[src/hw/boost_ctrl_defs.vh]
`ifndef BOOST_CTRL_DEFS_VH
`define BOOST_CTRL_DEFS_VH
// Register addresses.
`define ADDR_FUNCTION_CONTROL 7'h00
`define ADDR_GATE_LEVEL_LOW 7'h05
`define ADDR_PEAK_LIMIT_ONE 7'h07
`define ADDR_PEAK_LIMIT_TWO 7'h08
`define ADDR_GATE_LEVEL_HIGH 7'h15
`define ADDR_SUPPLY_MEASURE 7'h45
`define ADDR_DIAGNOSTIC 7'h5f
// Function control bit positions.
`define FC_LOCK_BIT 0
`define FC_OUT1_BIT 1
`define FC_OUT2_BIT 2
`define FC_CSCOUNT_BIT 3
`define FC_EARLY_MEAS_BIT 6
// Diagnostic bit positions.
`define DIAG_GATE_FAULT_BIT 0
`define DIAG_GATE_READY_BIT 5
// Reset values.
`define RST_FUNCTION_CONTROL 8'h00
`define RST_PEAK_LIMIT 8'h00
`define RST_GATE_LEVEL_LOW 8'h80
`define RST_GATE_LEVEL_HIGH 8'h5d
// Peak limit code ceiling kept by software.
`define PEAK_LIMIT_MAX 8'h80
// Start-up delay of the gate drivers, in microseconds, and cycles at 40 MHz.
`define STARTUP_TIME_US 100
`define CLK_MHZ 40
`define STARTUP_CYCLES (`STARTUP_TIME_US * `CLK_MHZ)
`define STARTUP_CNT_W 13
`endif

[src/hw/boost_output_control_regs.v]
// What this block does
// - Sensed coil voltage at peak limit cuts that gate until next period.
// - Slope compensation keeps running while the peak limit acts.
// - One 8-bit linear peak limit per output; code zero allows no current.
// - Output runs only with its enable bit set and operation mode active.
// - Enabled output starts gate supply; switching waits delay and ready flag.
// - Bit 0 clear is configuration mode; set is operation mode with lock.
// - Bit 3 enables chip-select low-time counting.
// - Bit 6 makes supply measurement available before outputs start.
// - Gate supply level comes from low or high register per non-volatile bit.
// - Gate supply ready and gate supply fault flags are reported.
// - Supply is measured continuously, with optional under and overvoltage cut.
// - Measurement register updates when an output is enabled or early bit set.
// - Gate supply protection trip turns supply off and sets fault flag.
`include "boost_ctrl_defs.vh"
module boost_output_control_regs (
   input wire mclk,
   input wire rst,
   input wire reg_wr,
   input wire reg_rd,
   input wire [6:0] reg_addr,
   input wire [7:0] reg_wdata,
   output reg [7:0] reg_rdata,
   input wire nvm_level_select,
   input wire period_start,
   input wire sense_peak_one,
   input wire sense_peak_two,
   input wire gate_supply_good,
   input wire gate_supply_trip,
   input wire [7:0] supply_sample,
   input wire supply_under,
   input wire supply_over,
   input wire protect_enable,
   output reg gate_one,
   output reg gate_two,
   output reg slope_comp_on,
   output reg gate_supply_on,
   output reg [7:0] gate_supply_level,
   output reg [7:0] peak_limit_code_one,
   output reg [7:0] peak_limit_code_two,
   output reg select_low_time_count,
   output reg switching
);
   reg [7:0] function_control;
   reg [7:0] gate_supply_level_low_range;
   reg [7:0] gate_supply_level_high_range;
   reg [7:0] supply_measure;
   reg gate_supply_fault;
   reg gate_supply_ready;
   reg [`STARTUP_CNT_W-1:0] startup_cnt;
   reg nvm_q1, nvm_q2, nvm_q3, nvm_sel;
   reg good_q1, good_q2, good_q3;
   reg trip_q1, trip_q2, trip_q3;
   reg pk1_q1, pk1_q2, pk1_q3;
   reg pk2_q1, pk2_q2, pk2_q3;
   reg per_q1, per_q2, per_q3;
   reg uv_q1, uv_q2, uv_q3;
   reg ov_q1, ov_q2, ov_q3;
   reg supply_cut;
   wire config_done_lock;
   wire output_one_enable;
   wire output_two_enable;
   wire any_enable;
   wire gate_one_raw;
   wire gate_two_raw;
   wire trip_seen;
   wire run_one;
   wire run_two;
   wire stop_supply;
   wire next_switching;
   reg [7:0] next_rdata;

   assign config_done_lock = function_control[`FC_LOCK_BIT];
   assign output_one_enable = function_control[`FC_OUT1_BIT] & config_done_lock;
   assign output_two_enable = function_control[`FC_OUT2_BIT] & config_done_lock;
   assign any_enable = output_one_enable | output_two_enable;
   // Asynchronous inputs are only believed once stages two and three agree.
   assign trip_seen = trip_q2 & trip_q3;
   assign run_one = output_one_enable & switching & ~supply_cut;
   assign run_two = output_two_enable & switching & ~supply_cut;

   // Anything that stops the regulator also stops switching, and the gates with it.
   assign stop_supply = ~any_enable | trip_seen | gate_supply_fault;
   assign next_switching = ~stop_supply & (startup_cnt == `STARTUP_CYCLES)
                           & gate_supply_ready;

   // Three-stage synchronisers for every pin-side input except supply_sample and protect_enable.
   always @(posedge mclk or posedge rst) begin
      if (rst) begin
         {nvm_q1, nvm_q2, nvm_q3} <= 3'b000;
         {good_q1, good_q2, good_q3} <= 3'b000;
         {trip_q1, trip_q2, trip_q3} <= 3'b000;
         {pk1_q1, pk1_q2, pk1_q3} <= 3'b000;
         {pk2_q1, pk2_q2, pk2_q3} <= 3'b000;
         {per_q1, per_q2, per_q3} <= 3'b000;
         {uv_q1, uv_q2, uv_q3} <= 3'b000;
         {ov_q1, ov_q2, ov_q3} <= 3'b000;
      end else begin
         {nvm_q1, nvm_q2, nvm_q3} <= {nvm_level_select, nvm_q1, nvm_q2};
         {good_q1, good_q2, good_q3} <= {gate_supply_good, good_q1, good_q2};
         {trip_q1, trip_q2, trip_q3} <= {gate_supply_trip, trip_q1, trip_q2};
         {pk1_q1, pk1_q2, pk1_q3} <= {sense_peak_one, pk1_q1, pk1_q2};
         {pk2_q1, pk2_q2, pk2_q3} <= {sense_peak_two, pk2_q1, pk2_q2};
         {per_q1, per_q2, per_q3} <= {period_start, per_q1, per_q2};
         {uv_q1, uv_q2, uv_q3} <= {supply_under, uv_q1, uv_q2};
         {ov_q1, ov_q2, ov_q3} <= {supply_over, ov_q1, ov_q2};
      end
   end

   // The non-volatile select only moves once both late stages agree.
   always @(posedge mclk or posedge rst) begin
      if (rst) begin
         nvm_sel <= 1'b0;
      end else if (nvm_q2 == nvm_q3) begin
         nvm_sel <= nvm_q3;
      end
   end

   // Register writes; the lock shields configuration but never the function control.
   always @(posedge mclk or posedge rst) begin
      if (rst) begin
         function_control <= `RST_FUNCTION_CONTROL;
         peak_limit_code_one <= `RST_PEAK_LIMIT;
         peak_limit_code_two <= `RST_PEAK_LIMIT;
         gate_supply_level_low_range <= `RST_GATE_LEVEL_LOW;
         gate_supply_level_high_range <= `RST_GATE_LEVEL_HIGH;
      end else if (reg_wr) begin
         case (reg_addr)
            `ADDR_FUNCTION_CONTROL: begin
               function_control <= reg_wdata;
            end
            `ADDR_PEAK_LIMIT_ONE: begin
               if (!config_done_lock) begin
                  peak_limit_code_one <= reg_wdata;
               end
            end
            `ADDR_PEAK_LIMIT_TWO: begin
               if (!config_done_lock) begin
                  peak_limit_code_two <= reg_wdata;
               end
            end
            `ADDR_GATE_LEVEL_LOW: begin
               if (!config_done_lock) begin
                  gate_supply_level_low_range <= reg_wdata;
               end
            end
            `ADDR_GATE_LEVEL_HIGH: begin
               if (!config_done_lock) begin
                  gate_supply_level_high_range <= reg_wdata;
               end
            end
            default: begin
               function_control <= function_control;
            end
         endcase
      end
   end

   // Chip-select count enable is a registered copy of its control bit.
   always @(posedge mclk or posedge rst) begin
      if (rst) begin
         select_low_time_count <= 1'b0;
      end else begin
         select_low_time_count <= function_control[`FC_CSCOUNT_BIT];
      end
   end

   // Gate supply level follows the filtered non-volatile select.
   always @(posedge mclk or posedge rst) begin
      if (rst) begin
         gate_supply_level <= `RST_GATE_LEVEL_LOW;
      end else begin
         gate_supply_level <= nvm_sel ? gate_supply_level_high_range
                                      : gate_supply_level_low_range;
      end
   end

   // Fault flag is sticky; a trip landing with a clearing write wins, so no trip is lost.
   always @(posedge mclk or posedge rst) begin
      if (rst) begin
         gate_supply_fault <= 1'b0;
      end else if (trip_seen) begin
         gate_supply_fault <= 1'b1;
      end else if (reg_wr && reg_addr == `ADDR_DIAGNOSTIC) begin
         gate_supply_fault <= 1'b0;
      end
   end

   // Ready follows the synchronised good pin only while the regulator is on.
   always @(posedge mclk or posedge rst) begin
      if (rst) begin
         gate_supply_ready <= 1'b0;
      end else begin
         gate_supply_ready <= good_q2 & good_q3 & gate_supply_on;
      end
   end

   // Start-up counter saturates at the delay count and restarts whenever the supply stops.
   always @(posedge mclk or posedge rst) begin
      if (rst) begin
         startup_cnt <= {`STARTUP_CNT_W{1'b0}};
      end else if (stop_supply) begin
         startup_cnt <= {`STARTUP_CNT_W{1'b0}};
      end else if (startup_cnt != `STARTUP_CYCLES) begin
         startup_cnt <= startup_cnt + 1'b1;
      end
   end

   // Regulator on with any enabled output; a trip keeps it off until the fault is cleared.
   always @(posedge mclk or posedge rst) begin
      if (rst) begin
         gate_supply_on <= 1'b0;
         switching <= 1'b0;
      end else begin
         gate_supply_on <= ~stop_supply;
         switching <= next_switching;
      end
   end

   // Supply watch: sample continuously, publish when enabled or early bit set.
   always @(posedge mclk or posedge rst) begin
      if (rst) begin
         supply_measure <= 8'h00;
         supply_cut <= 1'b0;
      end else begin
         if (any_enable || function_control[`FC_EARLY_MEAS_BIT]) begin
            supply_measure <= supply_sample;
         end
         supply_cut <= protect_enable & ((uv_q2 & uv_q3) | (ov_q2 & ov_q3));
      end
   end

   // Slope compensation runs whenever a phase switches, including under limit.
   always @(posedge mclk or posedge rst) begin
      if (rst) begin
         slope_comp_on <= 1'b0;
      end else begin
         slope_comp_on <= run_one | run_two;
      end
   end

   // Per-phase gate cut-off; a zero code permits no conduction at all.
   phase_gate_limiter u_phase_one (
      .mclk(mclk),
      .rst(rst),
      .run(run_one && peak_limit_code_one != 8'h00),
      .period_start(per_q2 & per_q3 & ~pk1_q3),
      .peak_reached(pk1_q2 & pk1_q3),
      .gate_on(gate_one_raw)
   );
   phase_gate_limiter u_phase_two (
      .mclk(mclk),
      .rst(rst),
      .run(run_two && peak_limit_code_two != 8'h00),
      .period_start(per_q2 & per_q3 & ~pk2_q3),
      .peak_reached(pk2_q2 & pk2_q3),
      .gate_on(gate_two_raw)
   );

   // Output one is also gated by next_switching, so a gate never outlives switching.
   always @(posedge mclk or posedge rst) begin
      if (rst) begin
         gate_one <= 1'b0;
      end else begin
         gate_one <= gate_one_raw & run_one & next_switching;
      end
   end

   // Output two mirrors output one with its own limiter and enable.
   always @(posedge mclk or posedge rst) begin
      if (rst) begin
         gate_two <= 1'b0;
      end else begin
         gate_two <= gate_two_raw & run_two & next_switching;
      end
   end

   // Read multiplexer; unmapped addresses read zero.
   always @* begin
      next_rdata = 8'h00;
      case (reg_addr)
         `ADDR_FUNCTION_CONTROL: next_rdata = function_control;
         `ADDR_GATE_LEVEL_LOW: next_rdata = gate_supply_level_low_range;
         `ADDR_PEAK_LIMIT_ONE: next_rdata = peak_limit_code_one;
         `ADDR_PEAK_LIMIT_TWO: next_rdata = peak_limit_code_two;
         `ADDR_GATE_LEVEL_HIGH: next_rdata = gate_supply_level_high_range;
         `ADDR_SUPPLY_MEASURE: next_rdata = supply_measure;
         `ADDR_DIAGNOSTIC: begin
            next_rdata[`DIAG_GATE_READY_BIT] = gate_supply_ready;
            next_rdata[`DIAG_GATE_FAULT_BIT] = gate_supply_fault;
         end
         default: next_rdata = 8'h00;
      endcase
   end

   // Read data is captured at the edge that samples the read strobe.
   always @(posedge mclk or posedge rst) begin
      if (rst) begin
         reg_rdata <= 8'h00;
      end else if (reg_rd) begin
         reg_rdata <= next_rdata;
      end
   end
endmodule // boost_output_control_regs

[src/hw/phase_gate_limiter.v]
`include "boost_ctrl_defs.vh"
// One phase: pulse starts each period, peak comparator cuts it until next period.
module phase_gate_limiter (
   input wire mclk,
   input wire rst,
   input wire run,
   input wire period_start,
   input wire peak_reached,
   output reg gate_on
);
   // A cut stays in force until the next period begins.
   always @(posedge mclk or posedge rst) begin
      if (rst) begin
         gate_on <= 1'b0;
      end else if (!run) begin
         gate_on <= 1'b0;
      end else if (period_start) begin
         gate_on <= 1'b1;
      end else if (peak_reached) begin
         gate_on <= 1'b0;
      end
   end
endmodule // phase_gate_limiter

[config.mk]
export PLATFORM = sky130hd
export DESIGN_NAME = boost_output_control_regs
export DESIGN_NICKNAME = d
export VERILOG_FILES = /design/src/hw/boost_output_control_regs.v /design/src/hw/phase_gate_limiter.v
export VERILOG_INCLUDE_DIRS = /design/src /design/src/hw
export SDC_FILE = /design/constraint.sdc
export NUM_CORES = 1
export LEC_CHECK = 0
export ABC_AREA = 1
export ABC_CLOCK_PERIOD_IN_PS = 8250
export BUFFER_PORTS_ARGS = -buffer_cell sky130_fd_sc_hd__buf_4
export CAP_MARGIN = 20
export CORE_MARGIN = 2
export CORE_UTILIZATION = 35
export DETAILED_ROUTE_END_ITERATION = 10
export HOLD_SLACK_MARGIN = 0.03
export SYNTH_ARGS = -nofsm -noshare
export SYNTH_HDL_FRONTEND = slang
export SYNTH_SLANG_ARGS = --single-unit
export TNS_END_PERCENT = 1
[constraint.sdc]
create_clock -name mclk -period 8.25 [get_ports mclk]
set_input_delay 1.65 -clock mclk [delete_from_list [all_inputs] [get_ports mclk]]
set_output_delay 1.65 -clock mclk [all_outputs]
set_load 0.02 [all_outputs]
==> flow_summary.ini <==
[run_status]
status = finished, final reports clean

[power]
irDropWorstVdd_uv = 151
power.leakage_nw = 2.90
p_total_mw = 1.54
power_density_nw_per_um2 = 253

[clock_network]
cts_resized = 0
cts_sinks = 113
cts_hold_buf = 0
cts_max_path_buffers = 2
cts_setup_buffers = 0
clkTransAtPathRegs_ns = 0.06
cts_root_buf = clkbuf_16
clk_latency_ns = 0.41
cts_tree = yes
cts_inserted_buffers = 17
cts_max_level = 4

[die]
fp-row-count = 42
dieWidth_um = 121
die_h_um = 121
core_um2 = 13300
dieArea_um2 = 14600
start_util = 0.358
io_pins = 74

[job]
maxCapViolCount = 0

[global_routing]
grt_max_degree = 64
first_global_vias = 3707
grt_overflow = 0
antenna_found_initial = 0
grt.total_usage = 0.165
grt_first_pass_wirelength_um = 18300

[yosys]
synth_area_leaders = dfrtp_1, nand2_1, nand3_1
yosysTopAreaCell = dfrtp_1
synth_nets = 544
post_synth_xor_area_fraction = 0.00184
ys_seq_area_frac = 0.595
synth_top_area_frac = 0.557
synth.distinct_cells = 34
ys_ff_latch = 113
synth_mux_area_frac = 0.0189
synth-adder-area-share = 0.00735
synth_compound_area_frac = 0.0830
syn_avg_cell_area_um2 = 9.42
synth-simple-area-share = 0.237
synthCells = 506
synth_area_um2 = 4770
ys_warn_count = 0
synth_top_family_by_area = simple AND/OR/NAND/NOR gates

[final_layout]
layout-drive-gt1-share = 0.249
area_delta_synth_final_pct = 27.7
n_antenna_cell = 0
layoutNonFillerInstCount = 774
fill_cells = 1253
fin_nets = 623

[timing]
finalMaxSlewViolations = 0
fmax_ghz = 0.349
tightest_slew_ns = 0.777
clock_skew_ns = 0.00704
min_period_ns = 2.87
rsz0062_at_grt = false
final_hold_viol_count = 0
finalSetupTns_ns = 0
worst_slack_ns = 5.38
slew_headroom = 0.482
post-route-period-util = 0.348
whs_ns = 0.345
setup_viol = 0

[placed_design]
globalplace.congestion = 0.828
port_buffers = 73
dp_cells = 742
place_ws_ns = 4.97
dpl.hpwl_um = 8010

[setup_path]
start_kind = primary input
end_kind = flop
crit_arrival_ns = 3.16
critPathSlowestCell = nor2_4
worst-path-max-fanout = 35
critical_path_class = primary input to flop
path_cells = buf_4, clkinv_1, nand2_2, nor2_4, nand3_2, nand2_1, o21ai_1
required_ns = 8.54
cpPeakStageDelay_ns = 0.59

[drt]
drcViolationCount = 0
wl_um = 11100
wl_per_cell_um = 14.4
viasPerCell = 4.78
antenna_left = 0
dr.first_iter.drc_count = 218
drt-pass1-iter-count = 6
via_count = 3703

[min_path]
hp-class = flop to flop
==> cells in the mapped netlist, drive strengths merged <==
library cell	instances
clkinv	1
nand4	9
o21ai	58
nor3	8
nand3	53
xor2	1
maj3	1
ha	2
dfstp	7
buf	12
nand2	115
and3	2
inv	48
dfrtp	106
nor4	4
nand3b	2
a21oi	16
o21bai	1
a31oi	1
clkbuf	2
nor2	48
mux2	8
a21boi	1
==> cell families after synthesis <==
group / after synthesis
muxes: 8
adders and majority gates: 3
DFF: 113
AOI/OAI and AO/OA: 77
xor gates and xnor gates: 1
and+or+nand+nor: 241
buffers and inverters: 63
==> critical path, delay by kind of cell <==
family                 cells  cell delay [ns]
AND/OR/NAND/NOR            4             1.26
buffers and inverters      2             0.15
AO/OA/AOI/OAI              1             0.07
==> where the power goes <==
part	switching (mW)	internal (mW)	leakage [nW]
Sequential	0.0301	0.605	1.45
Combinational	0.0793	0.0544	1.15
Clock	0.257	0.511	0.302
Total	0.366	1.17	2.90
==> routing by layer <==
metal	vias to the layer above	track usage	part of all wire
met5	-	0	0
met4	0	0.0676	0.018
met3	13	0.0575	0.059
met2	102	0.259	0.49
met1	1754	0.208	0.44
li1	1834	-	-
==> layout make-up <==
type | count | area (µm²) | share of cell area
well taps | 176 | 220 | 0.0362
repair buffers | 74 | 556 | 0.0913
clock inverters | 14 | 189 | 0.0310
multi-input cells | 330 | 1660 | 0.273
flip-flops and latches | 113 | 2840 | 0.466
clock buffers | 18 | 439 | 0.0721
inverters | 49 | 186 | 0.0306
==> registers in the layout, indices dropped and copies added, names as in the netlist, 8 cells and up <==
register and cells:
function_control 8, gate_supply_level 8, gate_supply_level_high_range 8, gate_supply_level_low_range 8, peak_limit_code_one 8, peak_limit_code_two 8, reg_rdata 8, startup_cnt 13
supply_measure 8
==> worst paths after layout <==
| kind | startpoint | end | slack, ns | cells past startpoint |
|---|---|---|---|---|
| max reg2reg | function_control[0] | gate_two | 6.54 | 4 |
| min reg2reg | trip_q1 | trip_q2 | 0.34 | 0 |
| min | trip_q1 | trip_q2 | 0.34 | 0 |
| min in group asynchronous | rst | gate_supply_on | 1.33 | 2 |
| max | reg_addr[4] | peak_limit_code_two[1] | 5.38 | 7 |
| max in group asynchronous | rst | reg_rdata[1] | 5.70 | 3 |
==> stage by stage <==
stage          area, µm²   util
2_1_floorplan       4770      -
3_3_place_gp        5460  0.411
3_5_place_dp        5460  0.411
4_1_cts             6090  0.458
5_1_grt             6090  0.458
6_report            6090  0.458
==> cell usage in the layout, fill, tap and decap left out, drive strengths merged, types with 9 or more instances in the layout <==
| cell type | Yosys | layout |
|---|---|---|
| nand3 | 53 | 53 |
| nand2 | 115 | 115 |
| dfrtp | 106 | 106 |
| inv | 48 | 48 |
| nand4 | 9 | 9 |
| clkbuf | 2 | 18 |
| a21oi | 16 | 16 |
| o21ai | 58 | 58 |
| nor2 | 48 | 48 |
| buf | 12 | 74 |
Power figures use the tool's default switching activity.
